`config.mk`:
```
export PLATFORM = sky130hd
export DESIGN_NAME = qdrg_top
export DESIGN_NICKNAME = d
export VERILOG_FILES = /design/src/qdrg_pkg.sv /design/src/qdrg_top.sv
export SDC_FILE = /design/constraint.sdc
export NUM_CORES = 1
export LEC_CHECK = 0
export BUFFER_PORTS_ARGS = -buffer_cell sky130_fd_sc_hd__clkbuf_2
export CAP_MARGIN = 0
export CORE_MARGIN = 2
export CORE_UTILIZATION = 65
export DETAILED_ROUTE_END_ITERATION = 8
export PLACE_DENSITY = 0.92
export SYNTH_ARGS = -nofsm -noshare
export SYNTH_HDL_FRONTEND = slang
export SYNTH_SLANG_ARGS = --single-unit
```
`constraint.sdc`:
```
create_clock -name sys_clk -period 9.35 [get_ports sys_clk]
set_clock_uncertainty 0.1 [all_clocks]
set_input_delay 0 -clock sys_clk [delete_from_list [all_inputs] [get_ports sys_clk]]
set_output_delay 0 -clock sys_clk [all_outputs]
set_load 0.01 [all_outputs]
```
`src/qdrg_pkg.sv`:
```
package qdrg_pkg;
  // Register byte offsets
  localparam logic [11:0] OFS_ENABLE = 12'h500;
  localparam logic [11:0] OFS_LED_POL = 12'h504;
  localparam logic [11:0] OFS_INTERVAL = 12'h508;
  localparam logic [11:0] OFS_MOTION = 12'h50c;
  localparam logic [11:0] OFS_RPT = 12'h510;
  localparam logic [11:0] OFS_TOTAL = 12'h514;
  localparam logic [11:0] OFS_SNAP = 12'h518;
  localparam logic [11:0] OFS_LEAD = 12'h540;
  localparam logic [11:0] OFS_TASKS = 12'h600;
  localparam logic [11:0] OFS_IRQ_STAT = 12'h604;
  localparam logic [11:0] OFS_IRQ_MASK = 12'h608;
  // Field positions
  localparam int BIT_ENABLE = 0;
  localparam int BIT_LED_POL = 0;
  localparam int BIT_TASK_RDCLR_ALL = 0;
  localparam int BIT_TASK_RDCLR_TOT = 1;
  localparam int EV_SAMPLE = 0;
  localparam int EV_REPORT = 1;
  localparam int EV_DOUBLE = 2;
  localparam int EV_N = 3;
  // Reset values
  localparam logic RST_ENABLE = 1'b0;
  localparam logic RST_LED_POL = 1'b0;
  localparam logic [3:0] RST_INTERVAL = 4'h0;
  localparam logic [2:0] RST_MOTION = 3'h0;
  localparam logic [15:0] RST_RPT = 16'h0000;
  localparam logic [10:0] RST_TOTAL = 11'h000;
  localparam logic [8:0] RST_LEAD = 9'h000;
  localparam logic [EV_N-1:0] RST_IRQ_MASK = 3'h0;
  // Interval table: 128 us shifted left by the code, code clamped at the top
  localparam logic [3:0] INTERVAL_CODE_MAX = 4'ha;
  localparam logic [17:0] INTERVAL_BASE_US = 18'h00080;
  localparam logic [2:0] MOTION_DOUBLE = 3'h2;
  localparam logic signed [11:0] TOTAL_MAX = 12'sh3ff;
  localparam logic signed [11:0] TOTAL_MIN = -12'sh400;
  // Timebase
  localparam int CLK_PERIOD_NS = 10;
  localparam int TICK_NS = 1000;
  localparam int CYC_PER_US = (TICK_NS + CLK_PERIOD_NS - 1) / CLK_PERIOD_NS;
  typedef enum logic {
    QDRG_BUS_IDLE = 1'b0,
    QDRG_BUS_ACK = 1'b1
  } qdrg_bus_t;
endpackage : qdrg_pkg

```
`src/qdrg_top.sv`:
```
// Summary of operation
// (RULE1) Setting enable bit 0 hands the phase and LED pins to the decoder; clearing it releases them as GPIO.
// (RULE2) While disabled the decoder neither drives the LED pin nor samples the phase pins.
// (RULE3) The polarity bit picks the LED-on level: 0 means low, 1 means high.
// (RULE4) The interval code 0..10 gives 128 us doubling to 131072 us, and every sample refreshes the motion sample.
// (RULE5) The motion sample reads as a signed two's complement value from -1 to 2, sign giving direction.
// (RULE6) A sample where both phases changed reads as 2, a double transition.
// (RULE7) Report and double-step events come only after the programmed number of samples.
// (RULE8) The transition total sums the signed value of every valid step, double transitions excluded.
// (RULE9) Either read-and-clear task copies the total into the snapshot, range -1024 to 1023.
// (RULE10) The LED is switched on for the programmed lead time before each sample.
// (RULE11) Each sample compares old and new phase pairs: +1 or -1 for one Gray step, 0 for none, double for two.
//
// Decided for this implementation: register access over Avalon-MM.
`timescale 1ns/1ps
`default_nettype none
module qdrg_top #(
  parameter int CYC_PER_US_P = qdrg_pkg::CYC_PER_US
) (
  input wire logic sys_clk,
  input wire logic rst,
  input wire logic clk_en,
  input wire logic [11:0] avs_address,
  input wire logic avs_read,
  input wire logic avs_write,
  input wire logic [31:0] avs_writedata,
  input wire logic [3:0] avs_byteenable,
  output logic [31:0] avs_readdata,
  output logic avs_waitrequest,
  output logic irq,
  input wire logic phase_a_in,
  input wire logic phase_b_in,
  output logic led_out,
  output logic led_oe,
  output logic pins_owned
);

  typedef struct packed {
    logic enable;
    logic led_pol;
    logic [3:0] interval_code;
    logic [2:0] motion;
    logic [15:0] rpt_lim;
    logic [10:0] total;
    logic [10:0] snap;
    logic [8:0] lead;
    logic [qdrg_pkg::EV_N-1:0] irq_stat;
    logic [qdrg_pkg::EV_N-1:0] irq_mask;
    logic [2:0] sync_a;
    logic [2:0] sync_b;
    logic [1:0] phase;
    logic [1:0] prev;
    logic [15:0] presc;
    logic [17:0] us_cnt;
    logic [15:0] rpt_cnt;
    logic moved_seen;
    logic dbl_seen;
    logic led_out;
    logic led_oe;
    qdrg_pkg::qdrg_bus_t bus_st;
    logic [31:0] rdata;
  } qdrg_state_t;

  qdrg_state_t q_r;
  qdrg_state_t q_nxt;

  localparam logic [15:0] PRESC_LAST = 16'(CYC_PER_US_P - 1);

  function automatic logic [31:0] qdrg_merge(input logic [31:0] old, input logic [31:0] wd,
                                             input logic [3:0] be);
    logic [31:0] m;
    m = {{8{be[3]}}, {8{be[2]}}, {8{be[1]}}, {8{be[0]}}};
    return (old & ~m) | (wd & m);
  endfunction : qdrg_merge

  logic req;
  logic bus_done;
  logic [3:0] code_eff;
  logic [17:0] interval_us;
  logic [17:0] remaining_us;
  logic us_tick;
  logic strobe;
  logic [1:0] diff;
  logic step_single;
  logic step_double;
  logic step_dir;
  logic [2:0] motion_new;
  logic signed [11:0] total_ext;
  logic signed [11:0] total_sum;
  logic [10:0] total_sat;
  logic [15:0] rpt_lim_eff;
  logic rpt_hit;
  logic led_active;
  logic clr_task;
  logic [qdrg_pkg::EV_N-1:0] ev;
  logic [31:0] rd_mux;
  logic [31:0] wr_val;

  assign req = avs_read | avs_write;
  assign bus_done = req && q_r.bus_st == qdrg_pkg::QDRG_BUS_ACK;
  assign avs_waitrequest = req && q_r.bus_st != qdrg_pkg::QDRG_BUS_ACK;
  assign avs_readdata = q_r.rdata;
  assign irq = |(q_r.irq_stat & q_r.irq_mask);
  assign led_out = q_r.led_out;
  assign led_oe = q_r.led_oe;
  assign pins_owned = q_r.enable;
  // Write data merged into the addressed register under the byte lanes
  assign wr_val = qdrg_merge(rd_mux, avs_writedata, avs_byteenable);

  always_comb begin
    // Interval codes above the top code behave as the top code
    code_eff = (q_r.interval_code > qdrg_pkg::INTERVAL_CODE_MAX) ? qdrg_pkg::INTERVAL_CODE_MAX
                                                                : q_r.interval_code;
    interval_us = qdrg_pkg::INTERVAL_BASE_US << code_eff; // [RULE4]
    remaining_us = interval_us - q_r.us_cnt;
    us_tick = q_r.enable && q_r.presc == PRESC_LAST;
    strobe = us_tick && q_r.us_cnt == interval_us - 18'h00001; // [RULE4]
    diff = q_r.prev ^ q_r.phase; // [RULE11]
    step_double = diff == 2'b11; // [RULE6]
    step_single = diff == 2'b01 || diff == 2'b10; // [RULE11]
    step_dir = q_r.prev[1] ^ q_r.phase[0]; // [RULE11]
    if (step_double) begin
      motion_new = qdrg_pkg::MOTION_DOUBLE; // [RULE6]
    end else if (step_single) begin
      motion_new = step_dir ? 3'h1 : 3'h7; // [RULE5]
    end else begin
      motion_new = 3'h0;
    end
    led_active = q_r.enable && remaining_us <= {9'h000, q_r.lead}; // [RULE10]
    rpt_lim_eff = (q_r.rpt_lim == 16'h0000) ? 16'h0001 : q_r.rpt_lim;
    rpt_hit = strobe && q_r.rpt_cnt + 16'h0001 >= rpt_lim_eff; // [RULE7]
    clr_task = bus_done && avs_write && avs_address == qdrg_pkg::OFS_TASKS && avs_byteenable[0]
               && (avs_writedata[qdrg_pkg::BIT_TASK_RDCLR_ALL] || avs_writedata[qdrg_pkg::BIT_TASK_RDCLR_TOT]);
    total_ext = clr_task ? 12'sh000 : {q_r.total[10], q_r.total};
    total_sum = total_ext;
    if (strobe && step_single) begin
      total_sum = step_dir ? total_ext + 12'sh001 : total_ext - 12'sh001; // [RULE8]
    end
    if (total_sum > qdrg_pkg::TOTAL_MAX) begin
      total_sat = qdrg_pkg::TOTAL_MAX[10:0];
    end else if (total_sum < qdrg_pkg::TOTAL_MIN) begin
      total_sat = qdrg_pkg::TOTAL_MIN[10:0];
    end else begin
      total_sat = total_sum[10:0];
    end
    ev = '0;
    ev[qdrg_pkg::EV_SAMPLE] = strobe;
    ev[qdrg_pkg::EV_REPORT] = rpt_hit && (q_r.moved_seen || step_single); // [RULE7]
    ev[qdrg_pkg::EV_DOUBLE] = rpt_hit && (q_r.dbl_seen || step_double); // [RULE7]
    case (avs_address)
      qdrg_pkg::OFS_ENABLE: rd_mux = {31'h00000000, q_r.enable};
      qdrg_pkg::OFS_LED_POL: rd_mux = {31'h00000000, q_r.led_pol};
      qdrg_pkg::OFS_INTERVAL: rd_mux = {28'h0000000, q_r.interval_code};
      qdrg_pkg::OFS_MOTION: rd_mux = {{29{q_r.motion[2]}}, q_r.motion}; // [RULE5]
      qdrg_pkg::OFS_RPT: rd_mux = {16'h0000, q_r.rpt_lim};
      qdrg_pkg::OFS_TOTAL: rd_mux = {{21{q_r.total[10]}}, q_r.total};
      qdrg_pkg::OFS_SNAP: rd_mux = {{21{q_r.snap[10]}}, q_r.snap};
      qdrg_pkg::OFS_LEAD: rd_mux = {23'h000000, q_r.lead};
      qdrg_pkg::OFS_IRQ_STAT: rd_mux = {29'h00000000, q_r.irq_stat};
      qdrg_pkg::OFS_IRQ_MASK: rd_mux = {29'h00000000, q_r.irq_mask};
      default: rd_mux = 32'h00000000;
    endcase
  end

  always_comb begin
    q_nxt = q_r;
    // Phase pins are only sampled while the decoder owns them
    if (q_r.enable) begin
      q_nxt.sync_a = {q_r.sync_a[1:0], phase_a_in}; // [RULE2]
      q_nxt.sync_b = {q_r.sync_b[1:0], phase_b_in}; // [RULE2]
      if (q_r.sync_a[2] == q_r.sync_a[1]) begin
        q_nxt.phase[1] = q_r.sync_a[2];
      end
      if (q_r.sync_b[2] == q_r.sync_b[1]) begin
        q_nxt.phase[0] = q_r.sync_b[2];
      end
      q_nxt.presc = us_tick ? 16'h0000 : q_r.presc + 16'h0001;
      if (us_tick) begin
        q_nxt.us_cnt = strobe ? 18'h00000 : q_r.us_cnt + 18'h00001;
      end
    end else begin
      q_nxt.presc = 16'h0000;
      q_nxt.us_cnt = 18'h00000;
      q_nxt.rpt_cnt = 16'h0000;
      q_nxt.moved_seen = 1'b0;
      q_nxt.dbl_seen = 1'b0;
      q_nxt.prev = q_r.phase;
    end
    if (strobe) begin
      q_nxt.motion = motion_new; // [RULE4]
      q_nxt.prev = q_r.phase; // [RULE11]
      if (rpt_hit) begin
        q_nxt.rpt_cnt = 16'h0000;
        q_nxt.moved_seen = 1'b0;
        q_nxt.dbl_seen = 1'b0;
      end else begin
        q_nxt.rpt_cnt = q_r.rpt_cnt + 16'h0001;
        q_nxt.moved_seen = q_r.moved_seen | step_single;
        q_nxt.dbl_seen = q_r.dbl_seen | step_double;
      end
    end
    q_nxt.total = total_sat; // [RULE8]
    if (clr_task) begin
      q_nxt.snap = q_r.total; // [RULE9]
    end
    q_nxt.led_oe = q_r.enable; // [RULE1]
    if (q_r.enable) begin
      q_nxt.led_out = led_active ? q_r.led_pol : ~q_r.led_pol; // [RULE3]
    end else begin
      q_nxt.led_out = 1'b0; // [RULE2]
    end
    q_nxt.irq_stat = q_r.irq_stat | ev;
    case (q_r.bus_st)
      qdrg_pkg::QDRG_BUS_IDLE: begin
        if (req) begin
          q_nxt.rdata = avs_read ? rd_mux : 32'h00000000;
          q_nxt.bus_st = qdrg_pkg::QDRG_BUS_ACK;
        end
      end
      qdrg_pkg::QDRG_BUS_ACK: begin
        q_nxt.bus_st = qdrg_pkg::QDRG_BUS_IDLE;
        if (req && avs_read && avs_address == qdrg_pkg::OFS_IRQ_STAT) begin
          // Clear only what the read returned; a new event still sets
          q_nxt.irq_stat = (q_r.irq_stat & ~q_r.rdata[qdrg_pkg::EV_N-1:0]) | ev;
        end
        if (req && avs_write) begin
          case (avs_address)
            qdrg_pkg::OFS_ENABLE: begin
              q_nxt.enable = wr_val[qdrg_pkg::BIT_ENABLE]; // [RULE1]
            end
            qdrg_pkg::OFS_LED_POL: begin
              q_nxt.led_pol = wr_val[qdrg_pkg::BIT_LED_POL]; // [RULE3]
            end
            qdrg_pkg::OFS_INTERVAL: begin
              q_nxt.interval_code = wr_val[3:0];
            end
            qdrg_pkg::OFS_RPT: begin
              q_nxt.rpt_lim = wr_val[15:0];
            end
            qdrg_pkg::OFS_LEAD: begin
              q_nxt.lead = wr_val[8:0];
            end
            qdrg_pkg::OFS_IRQ_MASK: begin
              q_nxt.irq_mask = wr_val[qdrg_pkg::EV_N-1:0];
            end
            default: begin
            end
          endcase
        end
      end
      default: q_nxt.bus_st = qdrg_pkg::QDRG_BUS_IDLE;
    endcase
  end

  always_ff @(posedge sys_clk or posedge rst) begin
    if (rst) begin
      q_r <= '0;
      q_r.enable <= qdrg_pkg::RST_ENABLE;
      q_r.led_pol <= qdrg_pkg::RST_LED_POL;
      q_r.interval_code <= qdrg_pkg::RST_INTERVAL;
      q_r.motion <= qdrg_pkg::RST_MOTION;
      q_r.rpt_lim <= qdrg_pkg::RST_RPT;
      q_r.total <= qdrg_pkg::RST_TOTAL;
      q_r.lead <= qdrg_pkg::RST_LEAD;
      q_r.irq_mask <= qdrg_pkg::RST_IRQ_MASK;
      q_r.bus_st <= qdrg_pkg::QDRG_BUS_IDLE;
    end else if (clk_en) begin
      q_r <= q_nxt;
    end
  end

  AST_LED_RELEASE: assert property (@(posedge sys_clk) disable iff (rst)
    clk_en && !q_r.enable |=> !led_oe && !led_out) else $error("LED pin driven while disabled"); // [RULE1]
  AST_NO_SAMPLE_OFF: assert property (@(posedge sys_clk) disable iff (rst)
    !q_r.enable && clk_en |=> $stable(q_r.motion) && $stable(q_r.sync_a)) else $error("Sampled while disabled"); // [RULE2]
  AST_LED_LEVEL: assert property (@(posedge sys_clk) disable iff (rst)
    clk_en && q_r.enable && !led_active |=> led_out == !$past(q_r.led_pol)) else $error("LED idle level wrong"); // [RULE3]
  AST_INTERVAL: assert property (@(posedge sys_clk) disable iff (rst)
    strobe |-> q_r.us_cnt == (qdrg_pkg::INTERVAL_BASE_US << code_eff) - 18'h00001) else $error("Sample interval wrong"); // [RULE4]
  AST_MOTION_RANGE: assert property (@(posedge sys_clk) disable iff (rst)
    q_r.motion inside {3'h7, 3'h0, 3'h1, 3'h2}) else $error("Motion sample out of range"); // [RULE5]
  AST_DOUBLE: assert property (@(posedge sys_clk) disable iff (rst)
    clk_en && strobe && (q_r.prev ^ q_r.phase) == 2'b11 |=> q_r.motion == 3'h2) else $error("Double step not flagged"); // [RULE6]
  AST_REPORT_GATE: assert property (@(posedge sys_clk) disable iff (rst)
    ev[qdrg_pkg::EV_REPORT] || ev[qdrg_pkg::EV_DOUBLE] |-> strobe && q_r.rpt_cnt + 16'h0001 >= rpt_lim_eff)
    else $error("Report event before count"); // [RULE7]
  AST_TOTAL_STEP: assert property (@(posedge sys_clk) disable iff (rst)
    clk_en && strobe && step_double && !clr_task |=> $stable(q_r.total)) else $error("Double step counted"); // [RULE8]
  AST_SNAPSHOT: assert property (@(posedge sys_clk) disable iff (rst) // [RULE9]
    clk_en && clr_task |=> q_r.snap == $past(q_r.total) && q_r.total inside {11'h000, 11'h001, 11'h7ff})
    else $error("Snapshot not taken");
  AST_LED_LEAD: assert property (@(posedge sys_clk) disable iff (rst)
    clk_en && strobe && q_r.lead != 9'h000 |-> q_r.led_out == q_r.led_pol) else $error("LED not on at sample"); // [RULE10]
  AST_STEP_VALUE: assert property (@(posedge sys_clk) disable iff (rst)
    clk_en && strobe && step_single |=> q_r.motion == 3'h1 || q_r.motion == 3'h7) else $error("Single step value wrong"); // [RULE11]
  AST_OE_FOLLOWS: assert property (@(posedge sys_clk) disable iff (rst) // [RULE1]
    clk_en |=> led_oe == $past(pins_owned)) else $error("LED enable does not follow ownership");
  AST_PHASE_HOLD: assert property (@(posedge sys_clk) disable iff (rst) // [RULE2]
    clk_en && !q_r.enable |=> $stable(q_r.phase) && $stable(q_r.sync_b)) else $error("Phase moved while off");
  AST_LED_ON_LEVEL: assert property (@(posedge sys_clk) disable iff (rst) // [RULE3]
    clk_en && led_active |=> led_out == $past(q_r.led_pol)) else $error("LED active level wrong");

endmodule : qdrg_top
`default_nettype wire

```
==> impl_metrics.csv, run 1 <==
group,metric,value,unit
cells_and_area,final_cell_area,0.0104,mm^2
setup_path,r2r_slack,5.11,ns
setup_path,worstReg2RegStart,"q_r[156]",
cells_and_area,n_fill_cell,894,
timing,worst_slack,5.11,ns
flow_run,drv_cap,0,
timing,rsz0062_at_grt,"no",
drt,vias,8220,
drt,routed_wl,24.0,mm
synth,synth-edff-count,0,
timing,slew_viol_final,0,
setup_path,reg2reg_to,"q_r[56]",
hold_path,min_from,"avs_address[1]",
power,power,1.35,mW
synth,syn_nets,1138,
cells_and_area,diodes,0,
grt,grt_max_degree,83,
timing,fin_tns_setup,0,ns
power,max-vdd-ir-drop,0.000134,V
floorplan,row_count,43,
timing,hold_ws,0.0270,ns
drt,ant_nets,0,
clock_tree,clock_latency,0.43,ns
timing,period_needed,4.24,ns
placed_design,place_inst,1224,
power,p_leak,4.96,nW
floorplan,io_pins,92,
synth,syn_area,0.00940,mm^2
placed_design,gp_congestion,0.972,
setup_path,cp_max_fo,19,
setup_path,required,9.52,ns
hold_path,holdPathEnd,"pins_owned",
setup_path,crit_path_end_kind,"register",
timing,setup_viol,0,
placed_design,io_buffers,73,
synth,ys_warn_count,0,
grt,gr-total-overflow,0,
timing,timing.final.crit_share,0.454,
synth,synthArstFlopShare,1.00,
grt,antenna_found_initial,0,
synth,ys_ff_latch,144,
drt,drtIter0Drc,1053,
placed_design,detailed_place_hpwl,16.8,mm
clock_tree,cts_tree,"built",
clock_tree,cts_resized,0,
cells_and_area,syn2layout_area_growth,11.1,%
drt,vias_per_cell,6.43,
clock_tree,postCtsSetupRepairBufs,0,
clock_tree,path_clk_slew,0.07,ns
hold_path,hold_path_depth,5,
clock_tree,cts_buffers,17,
drt,wire_per_inst,18.8,um
grt,grt_usage,0.317,
clock_tree,cts_root_buf,"clkbuf_16",
clock_tree,clock_sinks,144,
synth,synth_cells,1031,
floorplan,dieArea,0.0154,mm^2
synth,synth_ff_type,"dfrtp_1",
floorplan,initial_core_util,0.672,
timing,fmax,236,MHz
drt,dr.pass1.iters,6,
floorplan,core,0.0140,mm^2
synth,synth.avg_cell_area,9.12,um^2
grt,grt_pass1_wl,39.8,mm
cells_and_area,instances_no_fill,1279,
cells_and_area,drive_gt1_frac,0.158,
power,p_per_area,129,mW/mm^2
floorplan,die_width,124,um
status,status,"completed",
setup_path,startpoint_type,"register",
timing,hold_viol,0,
synth,ys_seq_area_frac,0.383,
clock_tree,htree_levels,4,
cells_and_area,fin_nets,1193,
drt,drc,0,
synth,synth_cell_types,76,
placed_design,pre_cts_slack,5.27,ns
setup_path,arrival,4.41,ns
placed_design,placed_area,0.00964,mm^2
floorplan,die_h,124,um
clock_tree,cts_buffer_depth,2,
setup_path,crit_type,"register to register",
hold_path,hp-class,"input port to register",
setup_path,reg2reg_depth,10,
cells_and_area,final_core_util,0.747,
grt,grt_pass1_vias,8058,
timing,tightest_slew,1.05,ns
timing,timing.max_slew.rel_slack,0.298,
[kinds of logic after synthesis]
group / share of synthesized area
compound gates: 0.165
xor+xnor: 0.0568
fa+ha+maj: 0.0700
buf+inv: 0.0677
flops: 0.383
mux: 0.0638
simple gates: 0.193
[cell usage in the layout, fill, tap and decap left out, types with 5 or more instances in the layout]
cell / count
o31ai_1: 5
dlygate4sd3_1: 23
nand4_1: 18
and2_1: 15
clkbuf_16: 17
a22o_1: 20
or2_2: 6
nand2_1: 103
a22oi_1: 6
nand2b_1: 11
xor2_1: 31
o21ai_0: 63
mux2_2: 39
buf_4: 6
inv_6: 9
and4_1: 5
nor3_1: 17
nor3b_1: 6
nor2b_1: 9
ha_1: 51
a222oi_1: 8
and3_1: 16
mux2i_1: 16
nand3_1: 33
inv_1: 61
a31oi_1: 10
o21a_1: 5
xnor2_1: 30
dfrtp_1: 144
clkbuf_2: 73
nor2_1: 67
a21oi_1: 61
a21o_1: 21
nor4_1: 16
or3_1: 12
[registers in the layout (all words and copies together), names as in the netlist]
name	count
avs_readdata	17
led_out	1
led_oe	1
pins_owned	1
q_r	124
[layer usage]
layer  global-route usage  wire, um  vias to the layer above
li1                     -         -                     3784
met3               0.0704      1940                       77
met4                0.125       820                        0
met1                0.409      9760                     3951
met5                    0         0                        -
met2                0.521     11500                      408
[report_power, final]
group / internal, mW / switching (mW) / leakage [nW]
Clock: 0.375 / 0.292 / 0.275
Sequential: 0.624 / 0.00110 / 2.01
Combinational: 0.0186 / 0.0398 / 2.68
[cell usage after synthesis, types with 11 or more instances]
cell        n  area share
nand2_1   103       0.041
mux2i_1    16       0.017
nor3_1     17      0.0091
ha_1       51       0.068
and2_1     15       0.010
nor2_1     67       0.027
mux2_2     39       0.047
a21oi_1    61       0.032
o21ai_0    63       0.034
a22o_1     20       0.019
xor2_1     31       0.029
nand4_1    18       0.012
clkbuf_1   18      0.0072
xnor2_1    30       0.028
inv_1      62       0.025
nand2b_1   11      0.0073
nand3_1    33       0.018
buf_4      32       0.026
dfrtp_1   144        0.38
or3_1      12      0.0080
and3_1     16       0.011
nor4_1     16       0.011
a21o_1     21       0.017
[worst max-delay path, cell delays in order, from the launching register on]
cell,delay [ns]
dfrtp_1,0.67
inv_1,0.25
nand3_1,0.17
ha_1,0.35
or4b_2,0.62
o21ai_0,0.12
xor2_1,0.13
nor3_1,0.37
nand4_2,0.29
a21oi_2,0.86
nor2_1,0.14
[worst max-delay path by stage]
stage                               from  cells past startpoint              end  slack [ns]
after floorplan                      rst                      1  avs_readdata[0]        5.38
after global placement    avs_address[2]                     14         q_r[132]        5.32
after detailed placement  avs_address[2]                     14         q_r[129]        5.27
after CTS                       q_r[156]                     10          q_r[56]        5.19
after global routing            q_r[156]                     10          q_r[35]        4.84
final                           q_r[156]                     10          q_r[56]        5.11
[what timing repair did]
action                                 4_1_cts  5_1_grt
hold buffers                                23        0
setup endpoints to repair                    0        0
endpoints found under the hold margin      115        0
[area by class of cell]
type / instances / area (um^2) / area share
multi-input cells: 759 / 5160 / 0.494
flip-flops and latches: 144 / 3600 / 0.345
repair buffers: 102 / 641 / 0.0613
clock buffers: 17 / 425 / 0.0407
inverters: 62 / 238 / 0.0228
well taps: 180 / 225 / 0.0216
clock inverters: 15 / 151 / 0.0145
No activity file was read; power rests on OpenSTA's default activity.
==> run 2, diff against run 1 <==
- CORE_UTILIZATION: 65 -> 55
- PLACE_DENSITY: 0.92 -> 0.84
- clock period: 9.35 -> 3.6 ns (I/O delays scaled with it)
==> impl_metrics.csv, run 2 (synthesized netlist as in run 1, its figures left out) <==
group,metric,value,unit
drt,routed_wl,25.6,mm
cells_and_area,fin_nets,1230,
floorplan,row_count,47,
placed_design,io_buffers,73,
clock_tree,clock_latency,0.43,ns
grt,grt_pass1_vias,8148,
cells_and_area,top_register,"q_r",
power,p_leak,5.19,nW
grt,antenna_found_initial,0,
cells_and_area,n_fill_cell,1258,
timing,hold_ws,0.00875,ns
cells_and_area,drive_gt1_frac,0.197,
cells_and_area,diodes,0,
drt,dr_wl_met3,2.35,mm
cells_and_area,seq_area,0.00360,mm^2
floorplan,initial_core_util,0.565,
clock_tree,cts_tree,"built",
drt,drc,0,
drt,vias,8457,
floorplan,die_width,135,um
cells_and_area,layout_common_cells,"143 x dfrtp_1, 103 x nand2_1, 73 x clkbuf_2",
grt,grt_usage,0.286,
drt,wire_per_inst,18.9,um
timing,worst_slack,0.134,ns
grt,grt_max_degree,145,
setup_path,crit_path_end_kind,"register",
timing,timing.final.crit_share,0.963,
clock_tree,htree_levels,4,
floorplan,dieArea,0.0182,mm^2
timing,period_needed,3.47,ns
timing,hold_viol,0,
drt,drtIter0Drc,931,
grt,gr-total-overflow,0,
setup_path,arrival,3.71,ns
timing,setup_viol,0,
clock_tree,clock_sinks,144,
power,p_per_area,344,mW/mm^2
clock_tree,path_clk_slew,0.06,ns
status,status,"completed",
timing,tightest_slew,0.819,ns
setup_path,startpoint_type,"register",
timing,timing.max_slew.rel_slack,0.452,
setup_path,required,3.84,ns
placed_design,detailed_place_hpwl,17.4,mm
drt,top_layer,"met4",
floorplan,die_h,135,um
drt,ant_nets,0,
setup_path,crit_type,"register to register",
clock_tree,cts_root_buf,"clkbuf_16",
drt,vias_per_cell,6.24,
power,max-vdd-ir-drop,0.000438,V
cells_and_area,syn2layout_area_growth,16.4,%
flow_run,drv_cap,0,
timing,fmax,289,MHz
placed_design,pre_cts_slack,-0.147,ns
cells_and_area,final_common_cell,"dfrtp_1",
drt,wl_met2,12.3,mm
clock_tree,cts_buffer_depth,2,
setup_path,cp_max_fo,10,
timing,slew_viol_final,0,
placed_design,gp_congestion,0.919,
cells_and_area,multi_input_area,0.00525,mm^2
hold_path,hp-class,"input port to register",
grt,grt_pass1_wl,40.9,mm
placed_design,place_inst,1300,
floorplan,io_pins,92,
floorplan,core,0.0166,mm^2
drt,met1Wirelength,10.4,mm
drt,dr.pass1.iters,7,
cells_and_area,largest_reg_flops,124,
timing,fin_tns_setup,0,ns
cells_and_area,instances_no_fill,1356,
clock_tree,cts_buffers,17,
run 2: changes by cell type in the layout (fill, tap and decap cells not counted), sizes merged:
cell | previous run | this run
bufinv | 1 | 5
clkbuf | 90 | 93
clkinv | 2 | 4
dlygate4sd3 | 23 | 22
inv | 71 | 63
nand3 | 33 | 34
clkinvlp | 3 | 2
buf | 6 | 43
run 2: stage by stage:
step                      power [mW]  cell area (um^2)   util
final                           3.77             10900  0.657
after global routing            3.85             10900  0.657
after CTS                       3.77             10900  0.652
after detailed placement        1.79              9970  0.599
after global placement          1.79              9970  0.599
after floorplan                 1.73              9400      -
run 2: routing by layer:
| metal | GRT usage | vias to the layer above |
|---|---|---|
| met5 | 0 | - |
| met4 | 0.0918 | 0 |
| met3 | 0.0646 | 62 |
| met2 | 0.470 | 431 |
| met1 | 0.378 | 4113 |
| li1 | - | 3851 |
run 2: repair_timing:
item,in CTS,in global routing
hold endpoints to repair,184,0
pin swaps,0,2
hold buffers,22,0
resized for setup,3,20
gates cloned,0,1
buffers inserted,0,1
endpoints found under the setup margin,9,20
run 2: final cells by class:
cell class                      instances  share of cell area
Tap cell                              220              0.0252
Clock inverter                         12              0.0189
Timing Repair Buffer                  138              0.0842
Inverter                               62              0.0216
Clock buffer                           20              0.0408
Multi-Input combinational cell        760               0.480
Sequential cell                       144               0.329
run 2: power breakdown:
part | switching (mW) | internal, mW
Sequential | 0.00240 | 1.62
Combinational | 0.106 | 0.0582
Clock | 0.726 | 1.25
Total | 0.835 | 2.93
run 2: worst paths after layout:
check                                    start          to  slack [ns]  cells past startpoint
worst min register to register        q_r[112]    q_r[112]        0.39                      2
min in group asynchronous                  rst     q_r[81]        0.20                      4
worst min-delay path            avs_address[7]  pins_owned       0.009                      5
worst max register to register         q_r[32]    q_r[125]        0.13                     15
max in group asynchronous                  rst     q_r[37]        2.54                      4
worst max-delay path                   q_r[32]    q_r[125]        0.13                     15
run 2: critical path, cell delays in order, from the launching register on:
cell and delay [ns]:
dfrtp_1 0.40, nand3_1 0.16, or3_1 0.36, or2_4 0.28
and2_1 0.17, ha_1 0.30, buf_4 0.11, o21a_1 0.11
nor2_1 0.04, or3_1 0.40, a21oi_4 0.20, o2111ai_2 0.18
a211oi_2 0.22, buf_4 0.18, a21oi_1 0.04, o21ai_1 0.12
==> run 3, diff against run 2 <==
- RECOVER_POWER: not set -> 50
==> impl_metrics.csv, run 3 (synthesized netlist as in run 1, its figures left out) <==
group,metric,value,unit
drt,drc,0,
cells_and_area,instances_no_fill,1356,
hold_path,hp-class,"input port to register",
clock_tree,cts_buffer_depth,2,
drt,top_layer,"met4",
drt,wire_per_inst,18.9,um
timing,period_needed,3.44,ns
clock_tree,cts_buffers,17,
grt,antenna_found_initial,0,
setup_path,cpPeakStageDelay,0.41,ns
placed_design,gp_congestion,0.919,
clock_tree,clock_latency,0.43,ns
timing,fmax,290,MHz
clock_tree,cts_root_buf,"clkbuf_16",
clock_tree,htree_levels,4,
clock_tree,cts_tree,"built",
grt,grt_max_degree,145,
setup_path,worstPathCellList,"nand3_1, or3_1, or2_4, and2_1, ha_1, buf_4, o21a_1, nor2_1, or3_1, a21oi_4, o2111ai_2, a211oi_2, buf_4, a21oi_1, o21ai_1",
power,max-vdd-ir-drop,0.000439,V
placed_design,io_buffers,73,
drt,routed_wl,25.6,mm
setup_path,required,3.84,ns
cells_and_area,final_cell_area,0.0109,mm^2
timing,timing.final.crit_share,0.957,
floorplan,die_width,135,um
setup_path,startpoint_type,"register",
drt,vias,8471,
clock_tree,clock_sinks,144,
cells_and_area,fin_nets,1230,
power,seqPwrFrac,0.431,
timing,setup_viol,0,
grt,gr-total-overflow,0,
power,power_switching,0.834,mW
placed_design,place_inst,1300,
grt,grt_pass1_vias,8148,
drt,vias_per_cell,6.25,
cells_and_area,layout_common_cells,"143 x dfrtp_1, 103 x nand2_1, 66 x nor2_1",
power,p_leak,5.12,nW
grt,grt_usage,0.286,
cells_and_area,syn2layout_area_growth,16.0,%
drt,dr.pass1.iters,6,
drt,dr_wl_met3,2.25,mm
setup_path,crit_type,"register to register",
clock_tree,path_clk_slew,0.06,ns
drt,ant_nets,0,
timing,timing.max_slew.rel_slack,-0.336,
status,status,"complete, but fails checks",
timing,tightest_slew,2.00,ns
floorplan,initial_core_util,0.565,
setup_path,cpMaxStageDelayCell,"dfrtp_1",
drt,drtIter0Drc,851,
timing,slew_viol_final,145,
drt,wl_met2,12.3,mm
power,clock_power_share,0.526,
placed_design,placed_area,0.00997,mm^2
power,p_sw_frac,0.221,
placed_design,detailed_place_hpwl,17.4,mm
power,p_comb_frac,0.043,
floorplan,dieArea,0.0182,mm^2
power,internal_power,2.93,mW
cells_and_area,largest_reg_flops,124,
floorplan,io_pins,92,
setup_path,cp_max_fo,10,
timing,hold_viol,0,
cells_and_area,final_common_cell,"dfrtp_1",
power,p_per_area,345,mW/mm^2
floorplan,die_h,135,um
floorplan,core,0.0166,mm^2
flow_run,drv_cap,1,
setup_path,crit_path_end_kind,"register",
cells_and_area,top_register,"q_r",
cells_and_area,diodes,0,
status,violations,"max-capacitance violations, max-slew violations",
grt,grt_pass1_wl,40.9,mm
floorplan,row_count,47,
setup_path,arrival,3.69,ns
cells_and_area,drive_gt1_frac,0.180,
drt,met1Wirelength,10.4,mm
run 3: cell types whose count changed in the layout (fill, tap and decap cells not counted):
| cell | change |
|---|---|
| clkbuf_1 | +19 |
| clkbuf_2 | -19 |
| clkbuf_4 | +1 |
| buf_12 | -1 |
run 3: path summary, 6_finish.rpt:
check	from	endpoint	slack [ns]	cells after the start
hold reg to reg	q_r[112]	q_r[112]	0.39	2
setup reg to reg	q_r[32]	q_r[125]	0.16	15
hold / removal	avs_address[7]	pins_owned	0.005	5
min in group asynchronous	rst	q_r[81]	0.71	4
max in group asynchronous	rst	q_r[37]	1.25	4
setup / recovery	q_r[32]	q_r[125]	0.16	15
run 3: repair_timing:
item	in CTS	in global routing
endpoints found under the hold margin	184	0
gates cloned	0	1
resized for setup	3	20
hold buffers	22	0
setup buffers	0	1
setup endpoints to repair	9	20
pin swaps	0	2
run 3: layer usage:
| layer | vias to the layer above | GRT usage |
|---|---|---|
| li1 | 3849 | - |
| met1 | 4131 | 0.378 |
| met2 | 431 | 0.470 |
| met3 | 60 | 0.0646 |
| met4 | 0 | 0.0918 |
| met5 | - | 0 |
run 3: power groups by stage:
stage / sequential (mW) / combinational (mW) / clock (mW)
floorplan: 1.65 / 0.0756 / 0
global placement: 1.65 / 0.139 / 0
detailed placement: 1.65 / 0.140 / 0
CTS: 1.62 / 0.160 / 1.99
global route: 1.62 / 0.176 / 2.05
finish: 1.62 / 0.162 / 1.98
run 3: through the flow:
stage / worst slack [ns] / power (mW) / hold WS, ns / setup TNS (ns) / util
floorplan: 0.00393 / 1.73 / 0.0421 / 0 / -
global placement: 0.0112 / 1.79 / 0.135 / 0 / 0.599
detailed placement: -0.147 / 1.79 / 0.135 / -1.11 / 0.599
CTS: 0.0332 / 3.77 / 0.00284 / 0 / 0.652
global route: -0.0853 / 3.85 / 0.0270 / -0.445 / 0.655
finish: 0.156 / 3.77 / 0.00462 / 0 / 0.655
run 3: layout make-up:
class / instances / area, um^2
fillers: 1267 / 5740
multi-input cells: 760 / 5250
flip-flops and latches: 144 / 3600
repair buffers: 138 / 885
clock buffers: 20 / 447
well taps: 220 / 275
inverters: 62 / 236
clock inverters: 12 / 206
run 3: critical path: cells and delay by family, from the launching register on:
kind / cells / cell delay, ns
simple gates: 6 / 1.38
compound gates: 6 / 0.88
buf+inv: 2 / 0.29
flops: 1 / 0.41
fa+ha+maj: 1 / 0.30
